$ cat config.mk
export PLATFORM = sky130hd
export DESIGN_NAME = sdd_top
export DESIGN_NICKNAME = d
export VERILOG_FILES = /design/src/rtl/sdd_pkg.sv /design/src/rtl/sdd_divider.sv /design/src/rtl/sdd_scan.sv /design/src/rtl/sdd_top.sv
export SDC_FILE = /design/constraint.sdc
export NUM_CORES = 1
export LEC_CHECK = 0
export BUFFER_PORTS_ARGS = -buffer_cell sky130_fd_sc_hd__clkbuf_2
export CORE_ASPECT_RATIO = 1.4
export CORE_MARGIN = 4
export CORE_UTILIZATION = 30
export DETAILED_ROUTE_END_ITERATION = 6
export HOLD_SLACK_MARGIN = 0.02
export PLACE_DENSITY_LB_ADDON = 0.05
export SYNTH_ARGS = -nofsm -noshare
export SYNTH_HDL_FRONTEND = slang
export SYNTH_SLANG_ARGS = --single-unit
$ cat constraint.sdc
create_clock -name clock -period 2.6 [get_ports clock]
set_input_delay 0.13 -clock clock [delete_from_list [all_inputs] [get_ports clock]]
set_output_delay 0.13 -clock clock [all_outputs]
set_load 0.1 [all_outputs]
$ cat src/rtl/sdd_pkg.sv
// package of constants and types for the segment display driver
package sdd_pkg;
	// ----------------------------------------
	// geometry
	// ----------------------------------------
	localparam int SEG_COUNT = 40;
	localparam int COM_COUNT = 16;
	localparam int MEM_WORDS = 256;
	localparam int NIB_W = 4;
	localparam int PTR_W = 8;
	localparam int CONTRAST_W = 3;
	localparam logic [7:0] BANK_HIGH_BASE = 8'h80;
	localparam logic [7:0] BANK_LOW_LAST = 8'h4F;
	localparam logic [7:0] BANK_HIGH_LAST = 8'hCF;
	localparam logic [7:0] STATIC_LOW_ADDR = 8'h40;
	localparam logic [7:0] STATIC_HIGH_ADDR = 8'h41;
	localparam int STATIC_LOW_SEG = 32;
	localparam int STATIC_HIGH_SEG = 36;
	// ----------------------------------------
	// reset values
	// ----------------------------------------
	localparam logic [7:0] PTR_RESET = 8'h00;
	localparam logic [2:0] CONTRAST_RESET = 3'h0;
	// ----------------------------------------
	// timing
	// ----------------------------------------
	localparam int CLOCK_HZ = 200000000;
	localparam int SUB_CLOCK_HZ = 32768;
	// cycles of clock per sub-clock half period (rounded down)
	localparam int SUB_HALF_CYCLES = CLOCK_HZ / (2 * SUB_CLOCK_HZ);
	// ----------------------------------------
	// modes
	// ----------------------------------------
	typedef enum logic [1:0] {
		DIV_16, DIV_32, DIV_64, DIV_128
	} sdd_div_type;
	typedef struct packed {
		logic duty16;
		sdd_div_type div_sel;
		logic static_low_en;
		logic static_high_en;
	} sdd_cfg_type;
	typedef struct packed {
		logic display_on_command;
		logic display_off_command;
		logic pointer_low_wr;
		logic pointer_high_wr;
		logic indirect_store_command;
		logic indirect_load_command;
		logic contrast_wr;
		logic [3:0] wdata;
	} sdd_cmd_type;
endpackage

$ cat src/rtl/sdd_divider.sv
// sub-clock tick divider: one tick per half period of alternating frequency
`timescale 1ns/1ps
module sdd_divider (
	// clock and reset
	input wire logic clock,
	input wire logic rst_b,
	// sub-clock rising-edge tick
	input wire logic sub_tick,
	// selection
	input wire sdd_pkg::sdd_div_type div_sel,
	// half-period tick, two per alternating period
	output logic alt_tick
);
	logic [6:0] count_reg;
	logic [6:0] count_next;
	logic alt_next;
	logic [6:0] limit;
	always_comb begin
		// each phase lasts half the divider, so a common takes one period
		case (div_sel)
			sdd_pkg::DIV_16: limit = 7'h07;
			sdd_pkg::DIV_32: limit = 7'h0F;
			sdd_pkg::DIV_64: limit = 7'h1F;
			default: limit = 7'h3F;
		endcase
		count_next = count_reg;
		alt_next = 1'b0;
		if (sub_tick) begin
			if (count_reg >= limit) begin
				count_next = 7'h00;
				alt_next = 1'b1;
			end else begin
				count_next = count_reg + 7'h01;
			end
		end
	end
	always_ff @(posedge clock) begin
		if (!rst_b) begin
			count_reg <= 7'h00;
			alt_tick <= 1'b0;
		end else begin
			count_reg <= count_next;
			alt_tick <= alt_next;
		end
	end
endmodule // sdd_divider

$ cat src/rtl/sdd_scan.sv
// common line scan counter for 1/8 or 1/16 duty
`timescale 1ns/1ps
module sdd_scan (
	// clock and reset
	input wire logic clock,
	input wire logic rst_b,
	// control
	input wire logic alt_tick,
	input wire logic duty16,
	input wire logic run,
	// scan state
	output logic [3:0] com_index,
	output logic phase
);
	logic [3:0] com_next;
	logic phase_next;
	always_comb begin
		com_next = com_index;
		phase_next = phase;
		if (!run) begin
			com_next = 4'h0;
			phase_next = 1'b0;
		end else if (alt_tick) begin
			phase_next = ~phase;
			if (phase) begin
				if ((!duty16 && com_index == 4'h7) || com_index == 4'hF) begin
					com_next = 4'h0;
				end else begin
					com_next = com_index + 4'h1;
				end
			end
		end
	end
	always_ff @(posedge clock) begin
		if (!rst_b) begin
			com_index <= 4'h0;
			phase <= 1'b0;
		end else begin
			com_index <= com_next;
			phase <= phase_next;
		end
	end
endmodule // sdd_scan

$ cat src/rtl/sdd_top.sv
// segment display driver top: data memory, pointer, commands, outputs
`timescale 1ns/1ps
module sdd_top (
	// clock and reset
	input wire logic clock,
	input wire logic rst_b,
	// sub-clock pin and hold status
	input wire logic sub_clock,
	input wire logic core_hold,
	// configuration
	input wire sdd_pkg::sdd_cfg_type cfg,
	// core commands
	input wire sdd_pkg::sdd_cmd_type cmd,
	output logic [3:0] rdata,
	output logic rdata_valid,
	// display lines: level code 0..5 in fifths of drive voltage
	output logic [sdd_pkg::SEG_COUNT*3-1:0] seg_level,
	output logic [sdd_pkg::COM_COUNT*3-1:0] com_level,
	// static open drain segments 32-39
	output logic [7:0] static_out,
	output logic [7:0] static_oe_b,
	// status and analog control
	output logic display_enabled,
	output logic [2:0] contrast_setting
);
	initial begin
		if (sdd_pkg::SEG_COUNT != 40 || sdd_pkg::COM_COUNT != 16) begin
			$error("unsupported geometry");
		end
	end
	// ----------------------------------------
	// helpers
	// ----------------------------------------
	function automatic logic addr_valid(input logic [7:0] a);
		addr_valid = (a <= sdd_pkg::BANK_LOW_LAST) ||
			(a >= sdd_pkg::BANK_HIGH_BASE && a <= sdd_pkg::BANK_HIGH_LAST);
	endfunction
	function automatic logic [7:0] map_addr(input int seg,
		input logic [3:0] com);
		logic [7:0] a;
		a = 8'(2 * seg) + {7'h00, com[2]};
		if (com[3]) begin
			a = a + sdd_pkg::BANK_HIGH_BASE;
		end
		map_addr = a;
	endfunction
	// ----------------------------------------
	// sub-clock synchroniser and edge tick
	// ----------------------------------------
	logic sync1_reg, sync2_reg, sync3_reg;
	logic sub_tick;
	always_ff @(posedge clock) begin
		if (!rst_b) begin
			sync1_reg <= 1'b0;
			sync2_reg <= 1'b0;
			sync3_reg <= 1'b0;
		end else begin
			sync1_reg <= sub_clock;
			sync2_reg <= sync1_reg;
			sync3_reg <= sync2_reg;
		end
	end
	assign sub_tick = sync2_reg & ~sync3_reg;
	// ----------------------------------------
	// divider and scan
	// ----------------------------------------
	logic alt_tick;
	logic [3:0] com_index;
	logic phase;
	logic run;
	sdd_divider u_div (
		.clock(clock),
		.rst_b(rst_b),
		.sub_tick(sub_tick),
		.div_sel(cfg.div_sel),
		.alt_tick(alt_tick)
	);
	sdd_scan u_scan (
		.clock(clock),
		.rst_b(rst_b),
		.alt_tick(alt_tick),
		.duty16(cfg.duty16),
		.run(run),
		.com_index(com_index),
		.phase(phase)
	);
	// ----------------------------------------
	// control state
	// ----------------------------------------
	logic on_reg, on_next;
	logic [7:0] ptr_reg, ptr_next;
	logic [2:0] contrast_next;
	logic [3:0] rdata_next;
	logic rvalid_next;
	logic [3:0] mem [0:sdd_pkg::MEM_WORDS-1];
	logic wr_en;
	assign run = on_reg;
	assign wr_en = cmd.indirect_store_command && addr_valid(ptr_reg);
	always_comb begin
		on_next = on_reg;
		if (cmd.display_on_command) begin
			on_next = 1'b1;
		end else if (cmd.display_off_command) begin
			on_next = 1'b0;
		end
		ptr_next = ptr_reg;
		if (cmd.pointer_low_wr) begin
			ptr_next[3:0] = cmd.wdata;
		end
		if (cmd.pointer_high_wr) begin
			ptr_next[7:4] = cmd.wdata;
		end
		contrast_next = contrast_setting;
		if (cmd.contrast_wr) begin
			contrast_next = cmd.wdata[2:0];
		end
		rvalid_next = cmd.indirect_load_command;
		rdata_next = rdata;
		if (cmd.indirect_load_command) begin
			rdata_next = addr_valid(ptr_reg) ? mem[ptr_reg] : 4'h0;
		end
	end
	always_ff @(posedge clock) begin
		if (!rst_b) begin
			on_reg <= 1'b0;
			ptr_reg <= sdd_pkg::PTR_RESET;
			contrast_setting <= sdd_pkg::CONTRAST_RESET;
			rdata <= 4'h0;
			rdata_valid <= 1'b0;
			display_enabled <= 1'b0;
		end else begin
			on_reg <= on_next;
			ptr_reg <= ptr_next;
			contrast_setting <= contrast_next;
			rdata <= rdata_next;
			rdata_valid <= rvalid_next;
			display_enabled <= on_next;
		end
	end
	// memory has no reset so contents survive display off
	always_ff @(posedge clock) begin
		if (wr_en) begin
			mem[ptr_reg] <= cmd.wdata;
		end
	end
	// ----------------------------------------
	// segment and common waveforms
	// ----------------------------------------
	logic [sdd_pkg::SEG_COUNT*3-1:0] seg_next;
	logic [sdd_pkg::COM_COUNT*3-1:0] com_next;
	logic [7:0] static_next, static_oe_next;
	logic [3:0] nib;
	logic lit;
	logic [3:0] cnt;
	always_comb begin
		seg_next = '0;
		com_next = '0;
		nib = 4'h0;
		lit = 1'b0;
		cnt = cfg.duty16 ? 4'hF : 4'h7;
		for (int s = 0; s < sdd_pkg::SEG_COUNT; s++) begin
			nib = mem[map_addr(s, com_index)];
			lit = nib[com_index[1:0]];
			// lit: opposite extreme to selected common; unlit: 2/5 or 3/5
			if (on_reg) begin
				if (phase) begin
					seg_next[s*3 +: 3] = lit ? 3'h0 : 3'h2;
				end else begin
					seg_next[s*3 +: 3] = lit ? 3'h5 : 3'h3;
				end
			end
		end
		for (int c = 0; c < sdd_pkg::COM_COUNT; c++) begin
			if (on_reg && 4'(c) <= cnt) begin
				if (4'(c) == com_index) begin
					com_next[c*3 +: 3] = phase ? 3'h5 : 3'h0;
				end else begin
					com_next[c*3 +: 3] = phase ? 3'h1 : 3'h4;
				end
			end
		end
		static_next = 8'h00;
		static_oe_next = 8'hFF;
		if (cfg.static_low_en) begin
			static_next[3:0] = mem[sdd_pkg::STATIC_LOW_ADDR];
			static_oe_next[3:0] = mem[sdd_pkg::STATIC_LOW_ADDR];
			for (int i = 0; i < 4; i++) begin
				seg_next[(sdd_pkg::STATIC_LOW_SEG+i)*3 +: 3] = 3'h0;
			end
		end
		if (cfg.static_high_en) begin
			static_next[7:4] = mem[sdd_pkg::STATIC_HIGH_ADDR];
			static_oe_next[7:4] = mem[sdd_pkg::STATIC_HIGH_ADDR];
			for (int i = 0; i < 4; i++) begin
				seg_next[(sdd_pkg::STATIC_HIGH_SEG+i)*3 +: 3] = 3'h0;
			end
		end
	end
	always_ff @(posedge clock) begin
		if (!rst_b) begin
			seg_level <= '0;
			com_level <= '0;
			static_out <= 8'h00;
			static_oe_b <= 8'hFF;
		end else begin
			seg_level <= seg_next;
			com_level <= com_next;
			static_out <= static_next;
			static_oe_b <= static_oe_next;
		end
	end
endmodule // sdd_top

# Yosys cells after proc, flatten, opt, wreduce, memory -nomap -nowiden
# Memories as Yosys holds them, arrays and structs flattened.
# Cells that the tools add are included.
# Widths: inputs -> output; s select.
# totals
ff_bits	217
ram_bits	1024
input_bits	20
out_inout_bits	193
mem_count	1
# op_classes
add_sub_neg	81
n_lt_le_gt_ge	21
eq_ne	19
n_mux	268
n_bitwise	5
reduce_logical	48
# memory_table
name	words	word_bits	rd	rd_clocked_by_memory_dff	write_ports	line_no	text
mem	256	4	43	0	1	sdd_top.sv:95	logic [3:0] mem [0:sdd_pkg::MEM_WORDS-1];
# ops
cell	n
$mux 8	40
$mux 3	98
$add 7x8->8 const B	16
$add 6x1->7 const A	16
$bmux 1 s2	40
$mux 2	40
$add 6x8->8 const B	8
$add 7x1->8 const A	8
$add 8x8->8 const B	8
$add 5x1->6 const A	8
$mux 1	45
$reduce_and 2->1	21
$add 5x8->8 const B	4
$eq 4x4->1 const A	8
$le 4x4->1 const A	8
$add 4x1->5 const A	4
$logic_and 1x1->1	19
$pmux 6 s3	1
$add 4x8->8 const B	2
$eq 3x4->1 const A	4
$le 3x4->1 const A	4
$mux 4	3
$add 1x8->8 const B	1
$add 3x1->4 const A	2
26 further kinds	34

# Longest topological paths before layout
# An unclocked memory read counts as a cell.
# logic_depth
ltp_word	8
mapped_depth	9
ltp_nobuf	8

# Modules after synthesis
# A second synthesis with hierarchy kept.
# unflattened
cells_unflattened	2567
hier_area_um2	49272.3
# by_module_without_submodules
module	instances	cells_per_inst	area_each_um2	seq_area_each_um2
sdd_top	1	2496	48605.4	33492.1
sdd_divider	1	47	444.2	160.2
sdd_scan	1	24	222.7	100.1

# Least setup slack after synthesis
# No wires, ideal clock.
# synth_timing
kind	reg-to-reg
start	register ptr_reg[1]
end	register rdata[1]
arrival_ps	2306
setup_slack_ps	177
path_stages_with_launch	10
n_path_buf	3
period_less_slack_ps	2423
path_cell_list	dfxtp_1 > buf_2 > clkbuf_1 > clkbuf_1 > mux4_2 > a22oi_1 > a21oi_1 > o41ai_1 > o211ai_1 > a32o_1
# synth_between
elab_chain_cells	4
# synth_lines
item	line_no	text
start, declared	sdd_top.sv:91	logic [7:0] ptr_reg, ptr_next;
start signal, assigned	sdd_top.sv:126	ptr_reg <= sdd_pkg::PTR_RESET;
start signal, assigned	sdd_top.sv:133	ptr_reg <= ptr_next;
parallel branches: the longest is 3 deep, another holds $mem_v2 256x4	-	
$mux 4 (*)	sdd_top.sv:120	rdata_next = addr_valid(ptr_reg) ? mem[ptr_reg] : 4'h0;
end signal, assigned	sdd_top.sv:135	rdata <= rdata_next;
end, declared	sdd_top.sv:14	output logic [3:0] rdata,
# Every way passes the cells marked *.
# A chain may end at the register's enable or synchronous reset.

# Final worst setup path
# layout_timing
start	register ptr_reg[0]
end	register rdata[0]
# The elaborated chain is that of the path after synthesis.

==> metrics.txt <==
outcome finished with violations; failing checks setup timing; Total Nets Final ~3500; clk sinks approximately 1200; largest cells by area after synthesis edfxtp_1, mux4_2, dfxtp_1, a22oi_1, nor2_1; Setup crit end kind register; largest net degree at the start of global routing ~160; biggest regs mem x1024, seg_level x83, com_level x18; VDD IR max about 0.00064 V; WL per Instance between 20 and 30 um; Synth Area in Simple Gates 0.0385; Hold WC Path Type in2reg; # setup viols final 4; Layout Cells excl Fill approximately 5700; area share of the largest cell type after synthesis 0.624; H-tree levels 4; total I/O pin count 213; Seq/Total Area, Yosys 0.685; Synth Register Bits roughly 1200; Hold Violations, Final 0; Antenna Violating Nets Remaining 0; RSZ-0062 raised after global routing yes; setup ws final -226 ps; first-pass GRT wire length 212000 um; total clock buffers created by CTS 130; CP Launch Type register; Die W roughly 350 um; Synth area leader edfxtp_1; WHS Path Cells 6; row count between 150 and 200; die height between 400 and 500 um; Worst-Margin Slew around 900 ps; number of global-route vias before repair between 20000 and 30000; fillers 15166; Worst Path Max Fanout 11; DR iter-0 viols between 2000 and 2500; Layout area overhead 25.7%; Critical Path RT between 3000 and 4000 ps; number of enable flip-flop cells after synthesis a little over 1000; first-pass iteration count of the detailed router 7; WS Path Type reg2reg; proportion of synthesized area in mux cells 0.211; Clock transition at path regs around 60 ps; commonest cells after routing, fill and taps aside edfxtp_1, mux4_2, conb_1; Min Clock Period, post-route ~2800 ps; cell count after synthesis roughly 2600; Vias/cell between 4 and 5; CTS root buf clkbuf_16; gpl congestion 0.827; Netlist cell types 47; syn avg cell area about 19 um2; Final Total Pwr ~0.044 W; Leak around 21 nW; Biggest register mem; Max Cap Violations 0; largest family of logic cells by synthesized area multiplexers; pwr dens around 710 nW/um2; Post-Syn Area about 49000 um2; Post-Synth Adder-Cell Area 0.00203; Detail Placement HPWL ~100000 um; Starting Density 0.302; WP data arrival roughly 3500 ps; Residual DRC 0; Post-Place Cell Area roughly 57000 um2; most common cell after layout, fill and taps aside edfxtp_1; grt ovf 0; CTS tree built; clock skew between 20 and 25 ps; Post-synth ARST share 0; wirelength, routed 148000 um; post-synthesis xor/xnor area fraction 0.00427; port buffer count slightly below 200; Final Cell Area about 62000 um2; share of layout cells above drive strength 1 0.369; Largest register FFs between 1000 and 1500; clk_lat worst skew roughly 760 ps; CORE AREA between 150000 and 200000 um2; fin util 0.380; antenna violations before repair 7; Worst R2R Path Depth 10; Synth Warn # 0; die area between 150000 and 200000 um2; Via Count between 20000 and 30000; period utilization 1.09; Max transition margin 0.403; Slew Viols, Final 0; top_reg_cell synth edfxtp_1; Compound-Gate Fraction of Synth Area 0.0316; Achievable Freq 354 MHz; GRT Total Usage 0.174; placed cells 5379; Clock Tree Buf Depth 3
## worst paths after layout
check              from              to  slack, ps
max          ptr_reg[0]        rdata[0]       -230
min              cfg[3]  u_div.alt_tick        110
max reg2reg  ptr_reg[0]        rdata[0]       -230
min reg2reg   sync1_reg       sync2_reg        450
## per-layer routing
metal | vias up | global-route usage | share of wire
li1 | 11883 | - | -
met1 | 14454 | 0.209 | 0.39
met2 | 829 | 0.319 | 0.53
met3 | 205 | 0.0266 | 0.047
met4 | 0 | 0.0556 | 0.030
met5 | - | 0 | 0
## cells by family (layout without fill, tap and decap cells)
kind of cell / Yosys count / count (layout)
DFF: 1174 / 1174
muxes: 467 / 467
and+or+nand+nor: 411 / 411
buffers and inverters: 258 / 837
AOI/OAI and AO/OA: 225 / 225
xor gates and xnor gates: 24 / 24
adders and majority gates: 8 / 8
other: 1 / 403
## cell type report
type	count	area (um2)	area share
Multi-Input combinational cell	1535	16000	0.259
Sequential cell	1174	33800	0.545
Inverter	8	31.3	0.000505
Antenna cell	3	7.51	0.000121
Clock buffer	163	3580	0.0578
Tap cell	2124	2660	0.0429
Timing Repair Buffer	591	4980	0.0804
Clock inverter	75	885	0.0143
## per-stage QoR
stage / worst slack (ps) / TNS [ps] / hold slack (ps)
floorplan: 177 / 0 / 229
global placement: -667 / -2070 / 343
detailed placement: -600 / -1960 / 358
CTS: -256 / -913 / 44.6
global route: -351 / -1360 / 137
finish: -226 / -789 / 113
## Yosys cell counts, types with 3 or more instances
cell type and n:
a21oi_1 69, a22oi_1 128, a32o_1 4, and2_1 45, and3_1 10, buf_1 19
buf_2 23, buf_4 72, buf_6 12, clkbuf_1 124, dfxtp_1 150, edfxtp_1 1024
ha_1 8, inv_1 7, mux2i_1 11, mux4_2 456, nand2_1 34, nand2b_1 5
nand3_1 19, nand4_1 3, nand4b_1 3, nor2_1 231, nor2b_1 22, nor3_1 9
nor4_1 8, o211ai_1 8, o41ai_1 4, o41ai_2 4, or2_2 9, or3_1 5
xnor2_1 18, xor2_1 6
## worst max-delay path: stages (launching register included)
cell and delay [ps]:
dfxtp_4 430, buf_16 180, buf_4 140, mux4_2 500
a22oi_1 210, buf_4 160, a21oi_4 90, o41ai_4 410
buf_4 200, o211ai_1 90, a32o_1 260
## where the power goes
part	switching [W]	internal (W)
combinational	0.00226	0.00121
clock	0.00778	0.0115
sequential	0.000184	0.0211
total	0.0102	0.0338
## timing repair
action	in CTS	in global routing
endpoints found under the setup margin	4	4
cloned	1	0
hold endpoints to repair	266	0
setup buffers	19	14
hold buffers	19	0
pin swaps	8	3
resized for setup	63	12
Power figures use the tool's default switching activity.
